File: src/common/cie_pkg.sv
// Function
// - maskable requests blocked while enable flag is 0, considered while 1.
// - accepting any interrupt clears the enable flag to 0.
// - stack flag 0 selects handler stack pointer, 1 selects user stack pointer; entry always pushes on the handler stack.
// - stack flag cleared on hardware interrupt or trap number 0 to 31.
// - three-bit processor priority level holds levels 0 to 7.
// - request accepted only if its priority exceeds the current level.
// - reserved flag bits should be written 0; reads return any value.
// - decode one-megabyte address space 00000h to FFFFFh.
// - program ROM ends at 0FFFFh and grows downward by ROM size.
// - fixed vector table occupies 0FFDCh to 0FFFFh.
// - data flash occupies 03000h to 03FFFh.
// - internal RAM starts at 00400h and grows upward by RAM size.
// - internal RAM holds data and the stack pushed on interrupt entry.
// - peripheral register area is 00000h-002FFh and 02C00h-02FFFh.
// - unassigned peripheral locations are reserved, never accessed.
// - 69 interrupt vectors, 7 selectable priority levels for maskable sources.
package cie_pkg;

    localparam int ADDR_W      = 20;
    localparam int DATA_W      = 16;
    localparam int VEC_W       = 7;
    localparam int VEC_COUNT   = 69;
    localparam int PRIO_W      = 3;
    localparam int TRAP_W      = 6;

    // memory map
    localparam logic [19:0] SPACE_LAST     = 20'hFFFFF;
    localparam logic [19:0] ROM_LAST       = 20'h0FFFF;
    localparam logic [19:0] ROM_TOP        = 20'h10000;
    localparam logic [19:0] FIXVEC_FIRST   = 20'h0FFDC;
    localparam logic [19:0] FLASH_FIRST    = 20'h03000;
    localparam logic [19:0] FLASH_LAST     = 20'h03FFF;
    localparam logic [19:0] RAM_FIRST      = 20'h00400;
    localparam logic [19:0] PERA_FIRST     = 20'h00000;
    localparam logic [19:0] PERA_LAST      = 20'h002FF;
    localparam logic [19:0] PERB_FIRST     = 20'h02C00;
    localparam logic [19:0] PERB_LAST      = 20'h02FFF;
    localparam int          ROM_BYTES_DEF  = 32768;
    localparam int          RAM_BYTES_DEF  = 2560;

    localparam int          FIXVEC_COUNT   = 9;
    localparam logic [2:0]  TRAP_HW_CUT    = 3'h5;   // trap numbers below 32 (bit 5 clear)
    localparam logic [19:0] VEC_STRIDE     = 20'h00004;
    localparam logic [19:0] WORD_STEP      = 20'h00002;

    // register port, word offsets
    localparam int          REG_AW         = 3;
    localparam logic [2:0]  OFS_FLAGS      = 3'h0;
    localparam logic [2:0]  OFS_HSP        = 3'h1;
    localparam logic [2:0]  OFS_USERSP     = 3'h2;
    localparam logic [2:0]  OFS_VECBASE    = 3'h3;
    localparam logic [2:0]  OFS_STATUS     = 3'h4;

    // flag word fields
    localparam int          FLG_COND_MSB   = 5;
    localparam int          FLG_ENABLE     = 6;
    localparam int          FLG_STACKSEL   = 7;
    localparam int          FLG_PRIO_LSB   = 12;
    localparam int          FLG_PRIO_MSB   = 14;
    localparam logic [15:0] FLG_RESET      = 16'h0000;
    localparam logic [19:0] SP_RESET       = 20'h00000;
    localparam logic [19:0] VECBASE_RESET  = 20'h00000;

    // status fields
    localparam int          ST_STACKFAULT  = 0;
    localparam int          ST_ACCFAULT    = 1;
    localparam int          ST_BUSY        = 2;
    localparam int          ST_VEC_LSB     = 8;

    typedef enum logic [2:0] {
        CIE_IDLE    = 3'h0,
        CIE_PUSH_HI = 3'h1,
        CIE_PUSH_LO = 3'h2,
        CIE_READ_LO = 3'h3,
        CIE_READ_HI = 3'h4,
        CIE_DONE    = 3'h5
    } cie_state_t;

    typedef struct packed {
        logic periph;
        logic ram;
        logic dataFlash;
        logic rom;
        logic vecTable;
        logic unmapped;
    } cie_region_t;

    typedef struct packed {
        logic             valid;
        logic [2:0]       prio;
        logic [6:0]       vector;
    } cie_irq_t;

endpackage

File: src/core/cie_core.sv
`timescale 1ns/10ps
module cie_core #(
    parameter int ROM_BYTES = cie_pkg::ROM_BYTES_DEF,
    parameter int RAM_BYTES = cie_pkg::RAM_BYTES_DEF
) (
    input  wire logic                 core_clk,
    input  wire logic                 reset,
    // register port
    input  wire logic [2:0]           regAddr,
    input  wire logic [31:0]          regWdata,
    input  wire logic                 regWrite,
    input  wire logic                 regRead,
    output logic      [31:0]          regRdata,
    // highest pending maskable request from the sources
    input  cie_pkg::cie_irq_t         irqReq,
    // software trap from the sequencer
    input  wire logic                 trapReq,
    input  wire logic [5:0]           trapNum,
    input  wire logic [19:0]          returnPc,
    // memory port, read data one cycle after the read strobe
    output logic      [19:0]          memAddr,
    output logic                      memWrite,
    output logic                      memRead,
    output logic      [15:0]          memWdata,
    input  wire logic [15:0]          memRdata,
    // to sequencer
    output logic                      irqAck,
    output logic      [6:0]           ackVector,
    output logic                      jumpValid,
    output logic      [19:0]          jumpPc,
    output logic                      entryBusy,
    output logic      [19:0]          activeSp,
    output cie_pkg::cie_region_t      memRegion
);
    cie_pkg::cie_state_t state_reg;
    cie_pkg::cie_state_t state_next;

    logic [15:0] flags_reg;
    logic [15:0] savedFlags_reg;
    logic [19:0] savedPc_reg;
    logic [19:0] handlerSp_reg;
    logic [19:0] userSp_reg;
    logic [19:0] vecBase_reg;
    logic [6:0]  vector_reg;
    logic        fixedVec_reg;
    logic [15:0] vecLow_reg;
    logic [19:0] memAddr_reg;
    logic [19:0] memAddr_next;
    logic        memWrite_reg;
    logic        memRead_reg;
    logic [15:0] memWdata_reg;
    logic [15:0] memWdata_next;
    logic        irqAck_reg;
    logic        jumpValid_reg;
    logic        fetchHi_reg;
    logic [19:0] jumpPc_reg;
    logic        stackFault_reg;
    logic        accFault_reg;
    logic [31:0] regRdata_reg;

    logic        enableFlag;
    logic        stackSel;
    logic [2:0]  cpuPriorityLevel;
    logic        hwTake;
    logic        trapTake;
    logic        takeAny;
    logic [19:0] vecEntry;
    logic [19:0] pushAddr;
    logic        swFlagsWr;

    assign enableFlag       = flags_reg[cie_pkg::FLG_ENABLE];
    assign stackSel         = flags_reg[cie_pkg::FLG_STACKSEL];
    assign cpuPriorityLevel = flags_reg[cie_pkg::FLG_PRIO_MSB:cie_pkg::FLG_PRIO_LSB];

    assign activeSp = stackSel ? userSp_reg : handlerSp_reg;

    // traps are instructions and ignore the enable flag and level
    assign trapTake = state_reg == cie_pkg::CIE_IDLE && trapReq;
    // vectors beyond the 69 supported are never taken
    assign hwTake   = state_reg == cie_pkg::CIE_IDLE && !trapReq && irqReq.valid
                      && enableFlag
                      && irqReq.prio > cpuPriorityLevel
                      && irqReq.vector < 7'(cie_pkg::VEC_COUNT);
    assign takeAny  = trapTake | hwTake;
    assign swFlagsWr = regWrite && regAddr == cie_pkg::OFS_FLAGS;

    // entry is always pushed on the handler stack, which is selected as soon as entry starts except for trap numbers 32 and up
    assign pushAddr = handlerSp_reg - cie_pkg::WORD_STEP;

    // fixed vectors sit in the 0FFDCh table, the rest at a software base
    assign vecEntry = fixedVec_reg
                      ? cie_pkg::FIXVEC_FIRST + cie_pkg::VEC_STRIDE * 20'(vector_reg)
                      : vecBase_reg + cie_pkg::VEC_STRIDE * 20'(vector_reg);

    cie_addr_decode #(
        .ROM_BYTES (ROM_BYTES),
        .RAM_BYTES (RAM_BYTES)
    ) u_decode (
        .addr   (memAddr_reg),
        .region (memRegion)
    );

    always_comb begin
        state_next    = state_reg;
        memAddr_next  = memAddr_reg;
        memWdata_next = memWdata_reg;
        unique case (state_reg)
            cie_pkg::CIE_IDLE: begin
                if (takeAny) begin
                    state_next = cie_pkg::CIE_PUSH_HI;
                end
            end
            cie_pkg::CIE_PUSH_HI: begin
                // stack lives in internal RAM
                memAddr_next  = pushAddr;
                memWdata_next = {savedFlags_reg[15:4] & 12'h0F0 | {savedFlags_reg[14:12], 9'h000}
                                 | {4'h0, savedFlags_reg[7:0]}, savedPc_reg[19:16]} ;
                state_next    = cie_pkg::CIE_PUSH_LO;
            end
            cie_pkg::CIE_PUSH_LO: begin
                memAddr_next  = memAddr_reg - cie_pkg::WORD_STEP;
                memWdata_next = savedPc_reg[15:0];
                state_next    = cie_pkg::CIE_READ_LO;
            end
            cie_pkg::CIE_READ_LO: begin
                memAddr_next = vecEntry;
                state_next   = cie_pkg::CIE_READ_HI;
            end
            cie_pkg::CIE_READ_HI: begin
                memAddr_next = memAddr_reg + cie_pkg::WORD_STEP;
                state_next   = cie_pkg::CIE_DONE;
            end
            cie_pkg::CIE_DONE: begin
                state_next = cie_pkg::CIE_IDLE;
            end
            default: begin
                state_next = cie_pkg::CIE_IDLE;
            end
        endcase
    end

    always_ff @(posedge core_clk) begin
        if (reset) begin
            state_reg    <= cie_pkg::CIE_IDLE;
            memAddr_reg  <= '0;
            memWdata_reg <= '0;
            memWrite_reg <= 1'b0;
            memRead_reg  <= 1'b0;
        end else begin
            state_reg    <= state_next;
            memAddr_reg  <= memAddr_next;
            memWdata_reg <= memWdata_next;
            memWrite_reg <= state_reg == cie_pkg::CIE_PUSH_HI
                            || state_reg == cie_pkg::CIE_PUSH_LO;
            memRead_reg  <= state_reg == cie_pkg::CIE_READ_LO
                            || state_reg == cie_pkg::CIE_READ_HI;
        end
    end

    // capture of the request being entered
    always_ff @(posedge core_clk) begin
        if (reset) begin
            savedFlags_reg <= '0;
            savedPc_reg    <= '0;
            vector_reg     <= '0;
            fixedVec_reg   <= 1'b0;
        end else if (takeAny) begin
            savedFlags_reg <= flags_reg;
            savedPc_reg    <= returnPc;
            vector_reg     <= trapTake ? {1'b0, trapNum} : irqReq.vector;
            fixedVec_reg   <= hwTake && irqReq.vector < 7'(cie_pkg::FIXVEC_COUNT);
        end
    end

    // flag word; hardware entry overrides a same-cycle software write
    always_ff @(posedge core_clk) begin
        if (reset) begin
            flags_reg <= cie_pkg::FLG_RESET;
        end else if (takeAny) begin
            flags_reg[cie_pkg::FLG_ENABLE] <= 1'b0;
            if (hwTake || !trapNum[cie_pkg::TRAP_HW_CUT]) begin
                flags_reg[cie_pkg::FLG_STACKSEL] <= 1'b0;
            end
            if (hwTake) begin
                flags_reg[cie_pkg::FLG_PRIO_MSB:cie_pkg::FLG_PRIO_LSB] <= irqReq.prio;
            end
        end else if (swFlagsWr) begin
            // reserved bits are not stored and read back as zero
            flags_reg <= {1'b0, regWdata[cie_pkg::FLG_PRIO_MSB:cie_pkg::FLG_PRIO_LSB],
                          4'h0, regWdata[cie_pkg::FLG_STACKSEL:0]};
        end
    end

    always_ff @(posedge core_clk) begin
        if (reset) begin
            handlerSp_reg <= cie_pkg::SP_RESET;
        end else if (state_reg == cie_pkg::CIE_PUSH_LO) begin
            handlerSp_reg <= memAddr_reg - cie_pkg::WORD_STEP;
        end else if (regWrite && regAddr == cie_pkg::OFS_HSP) begin
            handlerSp_reg <= regWdata[19:0];
        end
    end

    always_ff @(posedge core_clk) begin
        if (reset) begin
            userSp_reg  <= cie_pkg::SP_RESET;
            vecBase_reg <= cie_pkg::VECBASE_RESET;
        end else begin
            if (regWrite && regAddr == cie_pkg::OFS_USERSP) begin
                userSp_reg <= regWdata[19:0];
            end
            if (regWrite && regAddr == cie_pkg::OFS_VECBASE) begin
                vecBase_reg <= regWdata[19:0];
            end
        end
    end

    // vector fetch and jump
    always_ff @(posedge core_clk) begin
        if (reset) begin
            vecLow_reg    <= '0;
            jumpValid_reg <= 1'b0;
            jumpPc_reg    <= '0;
            irqAck_reg    <= 1'b0;
            fetchHi_reg   <= 1'b0;
        end else begin
            irqAck_reg    <= takeAny;
            // memory answers a cycle after each strobe, so every word lands one state late
            fetchHi_reg   <= state_reg == cie_pkg::CIE_DONE;
            jumpValid_reg <= fetchHi_reg;
            if (state_reg == cie_pkg::CIE_DONE) begin
                vecLow_reg <= memRdata;
            end
            if (fetchHi_reg) begin
                jumpPc_reg <= {memRdata[3:0], vecLow_reg};
            end
        end
    end

    // sticky faults, write 1 to clear; a new fault in the same cycle wins
    always_ff @(posedge core_clk) begin
        if (reset) begin
            stackFault_reg <= 1'b0;
            accFault_reg   <= 1'b0;
        end else begin
            if (memWrite_reg && !memRegion.ram) begin
                stackFault_reg <= 1'b1;
            end else if (regWrite && regAddr == cie_pkg::OFS_STATUS
                         && regWdata[cie_pkg::ST_STACKFAULT]) begin
                stackFault_reg <= 1'b0;
            end
            // an entry access to peripheral or unmapped space sets the sticky access fault
            if ((memWrite_reg || memRead_reg) && (memRegion.periph || memRegion.unmapped)) begin
                accFault_reg <= 1'b1;
            end else if (regWrite && regAddr == cie_pkg::OFS_STATUS
                         && regWdata[cie_pkg::ST_ACCFAULT]) begin
                accFault_reg <= 1'b0;
            end
        end
    end

    always_ff @(posedge core_clk) begin
        if (reset) begin
            regRdata_reg <= '0;
        end else if (regRead) begin
            unique case (regAddr)
                cie_pkg::OFS_FLAGS:   regRdata_reg <= {16'h0000, flags_reg};
                cie_pkg::OFS_HSP:     regRdata_reg <= {12'h000, handlerSp_reg};
                cie_pkg::OFS_USERSP:  regRdata_reg <= {12'h000, userSp_reg};
                cie_pkg::OFS_VECBASE: regRdata_reg <= {12'h000, vecBase_reg};
                cie_pkg::OFS_STATUS:  regRdata_reg <= {17'h00000, vector_reg, 5'h00,
                                                       entryBusy, accFault_reg, stackFault_reg};
                default:              regRdata_reg <= '0;
            endcase
        end else begin
            regRdata_reg <= '0;
        end
    end

    assign regRdata  = regRdata_reg;
    assign memAddr   = memAddr_reg;
    assign memWrite  = memWrite_reg;
    assign memRead   = memRead_reg;
    assign memWdata  = memWdata_reg;
    assign irqAck    = irqAck_reg;
    assign ackVector = vector_reg;
    assign jumpValid = jumpValid_reg;
    assign jumpPc    = jumpPc_reg;
    assign entryBusy = state_reg != cie_pkg::CIE_IDLE;
endmodule // cie_core

File: src/core/cie_addr_decode.sv
`timescale 1ns/10ps
module cie_addr_decode #(
    parameter int ROM_BYTES = cie_pkg::ROM_BYTES_DEF,
    parameter int RAM_BYTES = cie_pkg::RAM_BYTES_DEF
) (
    input  wire logic [19:0]         addr,
    output cie_pkg::cie_region_t     region
);
    localparam logic [19:0] ROM_FIRST = cie_pkg::ROM_TOP - 20'(ROM_BYTES);
    localparam logic [19:0] RAM_LAST  = cie_pkg::RAM_FIRST + 20'(RAM_BYTES) - 20'h00001;

    logic periphA;
    logic periphB;

    // the whole 20-bit space is decoded; anything not claimed is unmapped
    assign periphA = addr <= cie_pkg::PERA_LAST;
    assign periphB = addr >= cie_pkg::PERB_FIRST && addr <= cie_pkg::PERB_LAST;

    always_comb begin
        region           = '0;
        region.periph    = periphA | periphB;
        region.ram       = addr >= cie_pkg::RAM_FIRST && addr <= RAM_LAST;
        region.dataFlash = addr >= cie_pkg::FLASH_FIRST && addr <= cie_pkg::FLASH_LAST;
        region.rom       = addr >= ROM_FIRST && addr <= cie_pkg::ROM_LAST;
        region.vecTable  = addr >= cie_pkg::FIXVEC_FIRST && addr <= cie_pkg::ROM_LAST;
        region.unmapped  = !(region.periph | region.ram | region.dataFlash | region.rom);
    end
endmodule // cie_addr_decode

File: config.mk
export PLATFORM = sky130hd
export DESIGN_NAME = cie_core
export DESIGN_NICKNAME = d
export VERILOG_FILES = /design/src/common/cie_pkg.sv /design/src/core/cie_core.sv /design/src/core/cie_addr_decode.sv
export SDC_FILE = /design/constraint.sdc
export NUM_CORES = 1
export LEC_CHECK = 0
export BUFFER_PORTS_ARGS = -buffer_cell sky130_fd_sc_hd__buf_4
export CORE_UTILIZATION = 45
export CTS_CLUSTER_DIAMETER = 40
export CTS_CLUSTER_SIZE = 12
export DETAILED_ROUTE_END_ITERATION = 8
export HOLD_SLACK_MARGIN = 0.1
export PLACE_DENSITY_LB_ADDON = 0.25
export REMOVE_ABC_BUFFERS = 1
export SLEW_MARGIN = 20
export SYNTH_ARGS = -nofsm -noshare
export SYNTH_HDL_FRONTEND = slang
export SYNTH_HIERARCHICAL = 1
export SYNTH_SLANG_ARGS = --single-unit
File: constraint.sdc
create_clock -name core_clk -period 3.6 [get_ports core_clk]
set_input_delay 0.72 -clock core_clk [delete_from_list [all_inputs] [get_ports core_clk]]
set_output_delay 0.72 -clock core_clk [all_outputs]
set_load 0.01 [all_outputs]
; Yosys cells after proc, flatten, opt, wreduce, memory -nomap -nowiden
; Index checks and enable logic that the tools add are counted.
; W data, S select, Z words.
[totals]
output_inout_bits = 126
register_bits = 224
in_bits = 93
word_cells = 125
[classes]
n_eq_ne = 12
n_lt_le_gt_ge = 13
add_sub_neg = 5
muxes = 19
bitwise_logic = 8
n_reduce_logical = 44
[ops]
columns = op, n
row1 = $pmux W20 S5, 1
row2 = $mux W20, 4
row3 = $pmux W20 S4, 1
row4 = $ge A20 B14 Y1 const B, 2
row5 = $ge A20 B16 Y1 const B, 2
row6 = $le A20 B14 Y1 const B, 2
row7 = $sub A20 B2 Y20 const B, 2
row8 = $pmux W16 S2, 1
row9 = $logic_and A1 B1 Y1, 21
row10 = $add A20 B2 Y20 const B, 1
row11 = $add A20 B9 Y20, 1
row12 = $ge A20 B11 Y1 const B, 1
row13 = $le A20 B10 Y1 const B, 1
row14 = $le A20 B12 Y1 const B, 1
row15 = $le A20 B16 Y1 const B, 1
row16 = $add A16 B9 Y17 const A, 1
row17 = $mux W15, 1
row18 = $pmux W3 S5, 1
row19 = $eq A3 B2 Y1 const B, 4
row20 = $or A12 B8 Y12, 1
row21 = $reduce_bool A2 Y1, 5
row22 = $eq A3 B3 Y1 const B, 3
row23 = $mux W3, 3
row24 = $lt A7 B4 Y1 const B, 1
row25 = other kinds (17), 39

; Longest topological paths before layout
; Gate-level depths: netlist of run 1.
[logic_depth]
ltp_word = 10
depth_mapped = 11
ltp_nobuf = 11

; By module
; The synthesis of run 1 kept the hierarchy.
[by_module_without_submodules]
columns = module, area_per_inst_um2, cells_per_inst, n_inst
row1 = cie_core, 10666.5, 1273, 1
row2 = cie_addr_decode, 161.4, 24, 1

; Worst setup path after synthesis of run 1
; Ideal clock, no wire load.
[synth_timing]
path_kind = in2reg
from = input port irqReq[8] in the netlist's numbering
to = register savedFlags_reg[0]
cell_stages = 8
t_arrival_ps = 2391
slack_ps = 1149
required_time_ps = 3540
path_buffers = 2
path_cell_list = ha_1 a21o_1 a21oi_1 a211oi_1 buf_2 nor3_1 clkbuf_1 a22o_1
[synth_via]
elab_chain_cells = 4
[synth_rtl]
columns = element, line_no
row1 = start: declaration, cie_core.sv:15  ; input cie_pkg::cie_irq_t irqReq,
row2 = $gt A3 B3 Y1, cie_core.sv:82  ; && irqReq.prio > cpuPriorityLevel
row3 = $logic_and A1 B1 Y1, cie_core.sv:82
row4 = $logic_and A1 B1 Y1, cie_core.sv:83  ; && irqReq.vector < 7'(cie_pkg::VEC_COUNT);
row5 = $or A1 B1 Y1, cie_core.sv:84  ; assign takeAny = trapTake | hwTake;
row6 = end signal: assignment, cie_core.sv:168  ; savedFlags_reg <= flags_reg;
row7 = end: declaration, cie_core.sv:39  ; logic [15:0] savedFlags_reg;
; No other way between the ends.
; A chain may end at the register's enable or synchronous reset.

; Worst setup path after layout of run 1
[layout_timing]
from = register vecBase_reg[2]
to = register memAddr_reg[18] (netlist: memAddr[18])
[layout_via]
elab_chain_cells = 3
[layout_rtl]
columns = element, line_no
row1 = start: declaration, cie_core.sv:43  ; logic [19:0] vecBase_reg;
row2 = start signal: assignment, cie_core.sv:207  ; vecBase_reg <= cie_pkg::VECBASE_RESET;
row3 = start signal: assignment, cie_core.sv:213  ; vecBase_reg <= regWdata[19:0];
row4 = $add A20 B9 Y20, cie_core.sv:93  ; : vecBase_reg + cie_pkg::VEC_STRIDE * 20'(vector_reg);
row5 = $mux W20, cie_core.sv:92  ; ? cie_pkg::FIXVEC_FIRST + cie_pkg::VEC_STRIDE * 20'(vector_reg)
row6 = $pmux W20 S4, cie_core.sv:107  ; unique case (state_reg)
row7 = end signal: assignment, cie_core.sv:151  ; memAddr_reg <= memAddr_next;
row8 = end: declaration, cie_core.sv:47  ; logic [19:0] memAddr_reg;
; No other way between the ends.

==> results of run 1 <==
==> cell usage after synthesis (10+ instances only) <==
library cell | instances | area, um^2
a211oi_1 | 44 | 330
a21oi_1 | 91 | 455
a22o_1 | 32 | 280
a22oi_1 | 24 | 180
a311oi_1 | 19 | 166
and3_1 | 10 | 62.6
buf_2 | 13 | 65.1
buf_4 | 13 | 97.6
clkbuf_1 | 76 | 285
dfxtp_1 | 212 | 4240
ha_1 | 15 | 188
inv_1 | 24 | 90.1
mux2_2 | 37 | 417
mux2i_1 | 47 | 470
nand2_1 | 200 | 751
nand3_1 | 12 | 60.1
nand4_1 | 12 | 75.1
nor2_1 | 137 | 514
nor2b_1 | 23 | 144
nor3_1 | 32 | 160
o21ai_0 | 33 | 165
o22ai_1 | 10 | 62.6
xnor2_1 | 35 | 307
xor2_1 | 27 | 236
==> critical path, cell delays in order (launching register included) <==
cell	delay (ns)
dfxtp_1	0.36
ha_1	0.18
inv_1	0.05
fa_1	0.40
nand2b_1	0.18
a21oi_1	0.27
o221ai_1	0.29
or3_1	0.37
a21boi_0	0.39
o31ai_1	0.14
a31oi_1	0.17
==> placed cells by master, fill, tap and decap left out, types with 12 or more instances in the layout <==
| cell | synthesis | routed |
|---|---|---|
| clkbuf_16 | 0 | 35 |
| dfxtp_1 | 212 | 211 |
| o21ai_0 | 33 | 33 |
| xnor2_1 | 35 | 35 |
| a21oi_1 | 91 | 90 |
| a22oi_1 | 24 | 24 |
| a22o_1 | 32 | 32 |
| nand3_1 | 12 | 12 |
| inv_1 | 24 | 24 |
| conb_1 | 1 | 12 |
| nor2_1 | 137 | 135 |
| buf_4 | 13 | 225 |
| mux2_2 | 37 | 37 |
| nand4_1 | 12 | 12 |
| a211oi_1 | 44 | 43 |
| a311oi_1 | 19 | 19 |
| mux2i_1 | 47 | 47 |
| nor3_1 | 32 | 31 |
| xor2_1 | 27 | 27 |
| nand2_1 | 200 | 200 |
| nor2b_1 | 23 | 23 |
| ha_1 | 15 | 15 |
==> logic make-up after synthesis <==
kind of cell    count (synthesis)  share of synthesized area
simple gates                  476                      0.200
flops                         212                      0.392
fa+ha+maj                      16                     0.0192
mux                            89                     0.0927
buf+inv                       138                     0.0548
xor+xnor                       63                     0.0517
other cells                     1                   0.000346
compound gates                302                      0.190
==> cell type report <==
class	count	area share
Tap cell	319	0.0294
Multi-Input combinational cell	958	0.446
Sequential cell	212	0.313
Inverter	24	0.00663
Timing Repair Buffer	225	0.124
Clock buffer	39	0.0686
Clock inverter	19	0.0124
==> power breakdown <==
group | internal (mW) | switching (mW)
Clock | 1.95 | 1.20
Combinational | 0.665 | 0.864
Sequential | 2.48 | 0.238
Total | 5.10 | 2.30
==> routing by layer <==
layer	vias up	share of wire	global-route usage
met5	-	0	0
met4	0	0.030	0.107
met3	74	0.086	0.0595
met2	428	0.44	0.418
met1	4820	0.45	0.383
li1	4885	-	-
==> stage by stage <==
step                std cells  worst slack [ns]  area (um^2)  setup TNS, ns  total power, mW
floorplan                1194            -0.657        10400         -21.95             3.58
detailed placement       1738             0.744        12500              0             4.26
finish                   1796             0.735        13600              0             7.40
CTS                      1796             0.727        13600              0             7.41
global route             1796             0.543        13600              0             7.70
global placement         1738             0.800        12500              0             4.24
==> path summary, 6_finish.rpt <==
path                          end  slack (ns)  cells past startpoint
hold / removal    savedPc_reg[13]        0.43                      2
hold reg to reg    vecLow_reg[12]        0.45                      2
setup / recovery      memAddr[18]        0.73                     10
setup reg to reg      memAddr[18]        0.73                     10
==> Implementation_results.wiki, run 1 <==
{| class="wikitable"
! Metric !! Value
|-
| Die Wd || between 150 and 200 um
|-
| Area growth from synthesis to layout || 25.4%
|-
| Number of enable-type register cells in the synthesized netlist || 0
|-
| Tot GR Track Use || 0.277
|-
| Overall routed net length || 34600 um
|-
| Via count || 10200
|-
| Worst path required time || between 4 and 5 ns
|-
| FILL cells || around 2100
|-
| Antenna diode count || 0
|-
| Maximum number of pins on one net before global-route repair || 71
|-
| CTS Root Cell || clkbuf_16
|-
| Final worst-path cycle share || 0.796
|-
| Highest net fanout along the worst path || 4
|-
| Gate count after technology mapping || about 1300
|-
| HPWL after DPL || 24500 um
|-
| Number of hold-repair buffers added at the cts stage || 0
|-
| Initial DRC Count || around 900
|-
| Launching element of the worst setup path || vecBase_reg[2]
|-
| Detailed-route wire length per cell || slightly below 20 um
|-
| Clk sinks || 212
|-
| Post-CTS Resized || 0
|-
| Highest clock rate || approximately 350 MHz
|-
| Average via count per standard cell || 5.68
|-
| Worst-Skew Late Latency || a little over 0.5 ns
|-
| Overflow after GRT || 0
|-
| Actual transition at the worst max-transition pin || approximately 0.84 ns
|-
| Max-slew headroom at the worst pin || 0.441
|-
| Routability-driven placement congestion ratio || approximately 0.92
|-
| Number of nets at the end of the flow || ~1600
|-
| Count of buffers inserted at the top-level ports || a little under 200
|-
| Power Dens Cells || roughly 550 mW/mm^2
|-
| Router iterations before antenna repair || 6
|-
| RSZ-0062 raised after global routing || false
|-
| Startpoint types || flop
|-
| Wire length of the first global-routing pass || about 53000 um
|-
| Start point of the worst hold path || returnPc[13]
|-
| Core occupancy in the finished layout || 0.577
|-
| WHS || about 0.43 ns
|-
| Setup crit end kind || flop
|-
| Die Ht || 157 um
|-
| Peak supply drop || 0.283 mV
|-
| Number of setup violations in the final report || 0
|-
| Pleak || 5.36 nW
|-
| Shortest clock period the worst path allows after layout || between 2 and 3 ns
|-
| Setup Fix Bufs, Post-CTS || 0
|-
| Async SR Flop Fraction || 0
|-
| Flip-flop cell with the highest count after synthesis || dfxtp_1
|-
| Post-route clock skew || approximately 0.016 ns
|-
| Final count of hold timing violations || 0
|-
| Total count of max-transition violations in the final report || 0
|-
| # H-tree levels || 2
|-
| Signal arrival time at the worst endpoint || about 3.3 ns
|-
| Flip-flop and latch count after synthesis || between 200 and 250
|-
| CP Class || reg -> reg
|-
| Clock tree from TritonCTS || yes
|-
| Initial antenna violation count || 0
|-
| Number of max-cap violations || 0
|-
| Proportion of layout cells with a drive suffix above 1 || 0.237
|-
| Ys Warns || 6
|-
| Vias in the first global route || 9452
|-
| Row cnt || 56
|-
| Initial standard-cell utilization of the core || 0.460
|-
| Number of buffers created by CTS || 35
|-
| Drt drc || 0
|-
| Reg-to-reg critical path startpoint || vecBase_reg[2]
|-
| Die area || around 0.025 mm^2
|-
| Area of the mapped netlist || about 0.011 mm^2
|-
| Post-route ant nets || 0
|-
| Post-synth cell types || a little over 70
|-
| Core region area || 0.0235 mm^2
|-
| Sequential cell area in the final layout || approximately 0.0042 mm^2
|-
| Type of the tightest min-delay check || in -> reg
|-
| Register area share after synthesis || 0.392
|-
| Post-Syn Area per Cell || 8.35 um^2
|-
| Maximum root-to-sink buffer count || 3
|-
| Status || completed
|-
| Clock-pin slew on the worst setup and hold paths || ~0.050 ns
|-
| Footprint of the multi-input gates || 0.00606 mm^2
|-
| Top-level port count || between 200 and 250
|}
(Power assumes the default switching activity.)
==> inputs of run 2 (changes only) <==
- clock period: 3.6 -> 2.55 ns (I/O delays scaled with it)
==> run 2 against run 1 <==
  * Clock power up 31%
  * Via count up 3.2%
  * Register-to-register slack worse by 0.64 ns
  * Flip-flop and latch count unchanged
  * First-iteration DRC count up 6.1%
  * Wire length up 3.0%
  * Clock skew down 0.0017 ns
  * Die area unchanged
  * Clock-buffer cell count down 4
  * Final cell count up 3.4%
  * Critical path depth down 2
  * Largest power group unchanged
  * Highest routed layer unchanged
==> Implementation_results.wiki, run 2 (synthesis results as in run 1) <==
{| class="wikitable"
! Metric !! Value
|-
| Status || completed
|-
| Overall routed net length || 35700 um
|-
| CTS Root Cell || clkbuf_16
|-
| Final worst-path cycle share || 0.961
|-
| Sequential group share of total power || 0.353
|-
| Tot GR Track Use || 0.284
|-
| Net switching component of the power || about 3.2 mW
|-
| Maximum number of pins on one net before global-route repair || a little over 100
|-
| Number of nets at the end of the flow || around 1600
|-
| Row cnt || 56
|-
| Type of the tightest min-delay check || in -> reg
|-
| # H-tree levels || 1
|-
| Clk sinks || around 210
|-
| Shortest clock period the worst path allows after layout || around 2.5 ns
|-
| Maximum root-to-sink buffer count || 3
|-
| Vias in the first global route || between 9000 and 10000
|-
| Proportion of layout cells with a drive suffix above 1 || 0.276
|-
| Via count || 10500
|-
| Count of buffers inserted at the top-level ports || 194
|-
| Clock tree from TritonCTS || yes
|-
| FILL cells || approximately 2100
|-
| Comb pwr share || 0.249
|-
| Post-route ant nets || 0
|-
| Post-route clock skew || about 0.015 ns
|-
| Signal arrival time at the worst endpoint || slightly below 3 ns
|-
| Antenna diode count || 0
|-
| Final count of hold timing violations || 0
|-
| Detailed-route wire length per cell || about 19 um
|-
| Most frequent standard cell in the layout excluding fill and tap cells || buf_4
|-
| Worst path required time || 3.02 ns
|-
| Count of placed standard cells in the final layout, fillers left out || roughly 1900
|-
| Routability-driven placement congestion ratio || 0.929
|-
| Footprint of the multi-input gates || 0.00615 mm^2
|-
| Startpoint types || flop
|-
| Average via count per standard cell || ~5.7
|-
| Highest clock rate || about 410 MHz
|-
| Initial DRC Count || 971
|-
| Die Wd || roughly 160 um
|-
| Initial standard-cell utilization of the core || 0.460
|-
| Setup crit end kind || flop
|-
| Die area || ~0.025 mm^2
|-
| Total count of max-transition violations in the final report || 0
|-
| RSZ-0062 raised after global routing || true
|-
| Total chip power || 10.4 mW
|-
| Initial antenna violation count || 0
|-
| Max-slew headroom at the worst pin || 0.414
|-
| Cell depth of the worst flop-to-flop path || 8
|-
| Clock share of power || 0.398
|-
| HPWL after DPL || 26000 um
|-
| Cells after DPL || about 1800
|-
| Die Ht || roughly 160 um
|-
| CP Class || reg -> reg
|-
| Worst-Skew Late Latency || ~0.56 ns
|-
| Fraction of power spent switching nets || 0.313
|-
| Most frequent cells in the layout || buf_4, dfxtp_1, nand2_1, nor2_1, a21oi_1
|-
| Top-level port count || ~220
|-
| Number of buffers created by CTS || 30
|-
| Cell depth of the worst hold path || 2
|-
| Area growth from synthesis to layout || 30.6%
|-
| Drt drc || 0
|-
| Sequential cell area in the final layout || 0.00425 mm^2
|-
| Number of setup violations in the final report || 0
|-
| Power Dens Cells || around 730 mW/mm^2
|-
| Actual transition at the worst max-transition pin || ~0.88 ns
|-
| Overflow after GRT || 0
|-
| Peak supply drop || approximately 0.5 mV
|-
| Core region area || approximately 0.024 mm^2
|-
| Router iterations before antenna repair || 5
|-
| Number of max-cap violations || 0
|-
| Clock-pin slew on the worst setup and hold paths || about 0.06 ns
|-
| Highest net fanout along the worst path || 4
|-
| Pleak || around 5.7 nW
|-
| Wire length of the first global-routing pass || between 50000 and 60000 um
|-
| Pint || around 7 mW
|}
-- run 2: changes by cell type in the layout (fill, tap and decap cells not counted), sizes merged --
cell      delta
bufinv       +1
clkinv       +1
buf         +67
clkbuf       -4
clkinvlp     -4
-- run 2: per-layer routing --
layer / up-vias / track usage / wire (um) / share of wire
met4: 0 / 0.0878 / 884 / 0.025
met3: 71 / 0.0457 / 2920 / 0.082
met1: 4944 / 0.394 / 15900 / 0.45
met5: - / 0 / 0 / 0
li1: 5006 / - / - / -
met2: 517 / 0.451 / 15900 / 0.45
-- run 2: final cells by class --
type | instances | area share
multi-input cells | 958 | 0.435
flip-flops and latches | 212 | 0.300
repair buffers | 292 | 0.159
clock buffers | 35 | 0.0573
well taps | 319 | 0.0282
clock inverters | 17 | 0.0134
inverters | 24 | 0.00637
-- run 2: stage by stage --
stage | hold slack, ns | setup slack (ns) | TNS [ns] | cell area, um^2 | util
CTS | 0.149 | -0.0156 | -0.0156 | 14100 | 0.597
global placement | 0.442 | 0.00131 | 0 | 13000 | 0.554
detailed placement | 0.447 | -0.0790 | -0.0790 | 13000 | 0.554
floorplan | 0.430 | -1.64 | -68.69 | 10400 | -
global route | 0.153 | -0.0386 | -0.0386 | 14100 | 0.601
finish | 0.166 | 0.0989 | 0 | 14100 | 0.601
-- run 2: final timing paths --
| kind | start | to | slack (ns) |
|---|---|---|---|
| hold / removal | returnPc[14] | savedPc_reg[14] | 0.17 |
| hold reg to reg | vecLow_reg[9] | vecLow_reg[9] | 0.45 |
| setup reg to reg | handlerSp_reg[2] | memAddr[15] | 0.1 |
| setup / recovery | handlerSp_reg[2] | memAddr[15] | 0.1 |
-- run 2: what timing repair did --
action | CTS | global route
setup buffers | 0 | 1
resized for setup | 4 | 18
setup endpoints to repair | 4 | 14
hold buffers | 0 | 0
pin swaps | 0 | 5
-- run 2: worst max-delay path, cell delays in order (launching register included) --
cell and delay, ns:
dfxtp_1 0.34, inv_2 0.09, ha_2 0.19, or4b_4 0.49, or3_4 0.38, or4_4 0.44, xnor2_2 0.13, o22ai_1 0.09
a211oi_2 0.21
-- run 2: power by group through the flow --
stage | Combinational (mW) | Sequential [mW] | Clock [mW]
after floorplan | 1.19 | 3.86 | 0
after global placement | 2.47 | 3.72 | 0
after global routing | 2.78 | 3.69 | 4.33
after detailed placement | 2.49 | 3.73 | 0
after CTS | 2.52 | 3.66 | 4.17
final | 2.58 | 3.67 | 4.13
==> inputs of run 3 (changes only) <==
- clock period: 2.55 -> 2.1 ns (I/O delays scaled with it)
==> run 3 against run 2 <==
  * The run now ends with setup timing left
  * Flip-flop and latch count did not move
  * Register-to-register slack worse by 0.32 ns
  * Maximum frequency increased by 5.7%
  * Clock-buffer cell count rose by 6
  * Non-clock buffer count rose by 100
  * Via count increased by 6.4%
  * Critical path type unchanged
  * Final cell count rose by 5.8%
  * First-iteration DRC count decreased by 0.31%
  * Clock skew is essentially flat
  * Cell area grew 11%
==> Implementation_results.wiki, run 3 (synthesis results as in run 1) <==
{| class="wikitable"
! Metric !! Value
|-
| Status || complete, but fails checks
|-
| Violated checks || setup timing
|-
| Shortest clock period the worst path allows after layout || between 2 and 2.5 ns
|-
| Router iterations before antenna repair || 5
|-
| Reg-to-reg critical path startpoint || handlerSp_reg[1]
|-
| Area growth from synthesis to layout || 44.6%
|-
| Antenna diode count || 0
|-
| Delay of the slowest cell on the worst path || ~0.49 ns
|-
| Type of the tightest min-delay check || in -> reg
|-
| Most frequent cells in the layout || buf_4, nand2_1, dfxtp_1, nor2_1, a21oi_1
|-
| Highest net fanout along the worst path || 4
|-
| Top-level port count || approximately 220
|-
| WHS || between 0.1 and 0.15 ns
|-
| Worst-Skew Late Latency || ~0.5 ns
|-
| Clock-pin slew on the worst setup and hold paths || about 0.060 ns
|-
| Die Wd || around 160 um
|-
| Post-place setup slack || -0.463 ns
|-
| Power Dens Cells || around 900 mW/mm^2
|-
| Tot GR Track Use || 0.300
|-
| Most frequent standard cell in the layout excluding fill and tap cells || buf_4
|-
| Count of buffers inserted at the top-level ports || about 190
|-
| Post-route ant nets || 0
|-
| Overall routed net length || roughly 40000 um
|-
| Reg-to-reg endpoint || memAddr[15]
|-
| Post-route clock skew || roughly 0.015 ns
|-
| Initial standard-cell utilization of the core || 0.460
|-
| Cells after DPL || ~1900
|-
| Number of hold-repair buffers added at the cts stage || 0
|-
| Start point of the worst hold path || returnPc[13]
|-
| CTS Root Cell || clkbuf_16
|-
| Maximum root-to-sink buffer count || 3
|-
| Total chip power || between 10 and 15 mW
|-
| Core region area || about 0.024 mm^2
|-
| RSZ-0062 raised after global routing || true
|-
| CP Class || reg -> reg
|-
| # H-tree levels || 2
|-
| Actual transition at the worst max-transition pin || ~0.78 ns
|-
| Initial antenna violation count || 0
|-
| Comb pwr share || 0.281
|-
| Signal arrival time at the worst endpoint || approximately 2.7 ns
|-
| Average via count per standard cell || 5.71
|-
| Wire length of the first global-routing pass || approximately 57000 um
|-
| Worst path required time || ~2.5 ns
|-
| Overflow after GRT || 0
|-
| Cell depth of the worst hold path || 2
|-
| Sum of buffers and inverters on the critical path || 1
|-
| Final count of hold timing violations || 0
|-
| Die Ht || about 160 um
|-
| Row cnt || 56
|-
| Proportion of layout cells with a drive suffix above 1 || 0.366
|-
| Net switching component of the power || approximately 4.3 mW
|-
| Startpoint types || flop
|-
| Die area || about 0.025 mm^2
|-
| Number of buffers created by CTS || 34
|-
| Clk sinks || between 200 and 250
|-
| Vias in the first global route || 10400
|-
| Cell depth of the worst flop-to-flop path || 8
|-
| Total count of max-transition violations in the final report || 0
|-
| Clock share of power || 0.401
|-
| Final worst-path cycle share || 1.10
|-
| Number of max-cap violations || 0
|-
| Highest clock rate || 431 MHz
|-
| Register-to-Register Setup Slack || -0.22 ns
|-
| Max-slew headroom at the worst pin || 0.478
|-
| Setup crit end kind || flop
|-
| Cell class contributing the biggest share of worst-path delay || simple AND/OR/NAND/NOR gates
|-
| Clock tree from TritonCTS || yes
|-
| Worst path cell trace || inv_2 > ha_4 > or4b_4 > or3_4 > or4_4 > xnor2_2 > o22ai_1 > a211oi_1
|-
| Fraction of power spent switching nets || 0.310
|-
| Count of placed standard cells in the final layout, fillers left out || roughly 2000
|-
| Summed negative setup slack over all endpoints || -1.43 ns
|-
| Number of setup violations in the final report || 12
|-
| Worst-path cell with the longest stage delay || or4b_4
|-
| Sequential group share of total power || 0.319
|-
| Peak supply drop || between 0.5 and 0.6 mV
|-
| Routability-driven placement congestion ratio || approximately 0.93
|-
| Initial DRC Count || around 970
|-
| Maximum number of pins on one net before global-route repair || 70
|-
| Drt drc || 0
|-
| Pleak || 6.42 nW
|-
| Via count || around 11000
|-
| Endpoint, Worst Hold || savedPc_reg[13]
|-
| Number of nets at the end of the flow || 1731
|-
| Detailed-route wire length per cell || 19.8 um
|-
| HPWL after DPL || roughly 27000 um
|-
| Final worst setup slack || -0.220 ns
|-
| Pint || between 9 and 10 mW
|}
==> run 3: cell types whose count changed in the layout (fill, tap and decap cells not counted), sizes merged <==
| cell | previous run | this run |
|---|---|---|
| inv | 30 | 32 |
| clkbuf | 35 | 43 |
| clkinv | 9 | 6 |
| buf | 292 | 390 |
| clkinvlp | 0 | 3 |
==> run 3: worst max-delay path by stage <==
stage | start | to | slack, ns | depth (start not counted)
after detailed placement | vecBase_reg[2] | memAddr[18] | -0.46 | 10
final | handlerSp_reg[1] | memAddr[15] | -0.22 | 8
after floorplan | state_reg[2] | savedFlags_reg[0] | -2.09 | 8
after CTS | handlerSp_reg[1] | memAddr[15] | -0.25 | 8
after global placement | vecBase_reg[2] | memAddr[18] | -0.39 | 10
after global routing | handlerSp_reg[1] | memAddr[19] | -0.28 | 10
==> run 3: power by group through the flow <==
stage | sequential [mW] | clock [mW] | combinational (mW)
3_3_place_gp | 4.49 | 0 | 3.32
4_1_cts | 4.43 | 5.62 | 3.60
3_5_place_dp | 4.49 | 0 | 3.33
2_1_floorplan | 4.69 | 0 | 1.45
5_1_grt | 4.46 | 5.80 | 4.15
6_report | 4.44 | 5.59 | 3.91
==> run 3: cell type report <==
class | count | area (um^2)
inverter | 24 | 90.1
timing repair buffer | 392 | 3210
fill | 1886 | 7890
tap | 319 | 399
clock inverter | 19 | 205
multi-input combinational | 958 | 6540
sequential | 212 | 4280
clock buffer | 41 | 938
==> run 3: through the flow <==
stage,util,instance area (um^2)
final,0.665,15700
after floorplan,-,10400
after global placement,0.579,13600
after detailed placement,0.579,13600
after global routing,0.665,15700
after CTS,0.647,15200
==> run 3: layer usage <==
layer / up-vias / routed length, um / global-route usage
li1: 5231 / - / -
met3: 86 / 3490 / 0.0542
met1: 5312 / 16800 / 0.408
met4: 0 / 1150 / 0.108
met5: - / 0 / 0
met2: 582 / 17500 / 0.475
==> run 3: repair_timing <==
item | 4_1_cts | 5_1_grt
cloned | 0 | 3
gates resized for setup | 88 | 69
pin swaps | 30 | 52
endpoints found under the setup margin | 19 | 66
buffers inserted | 15 | 13
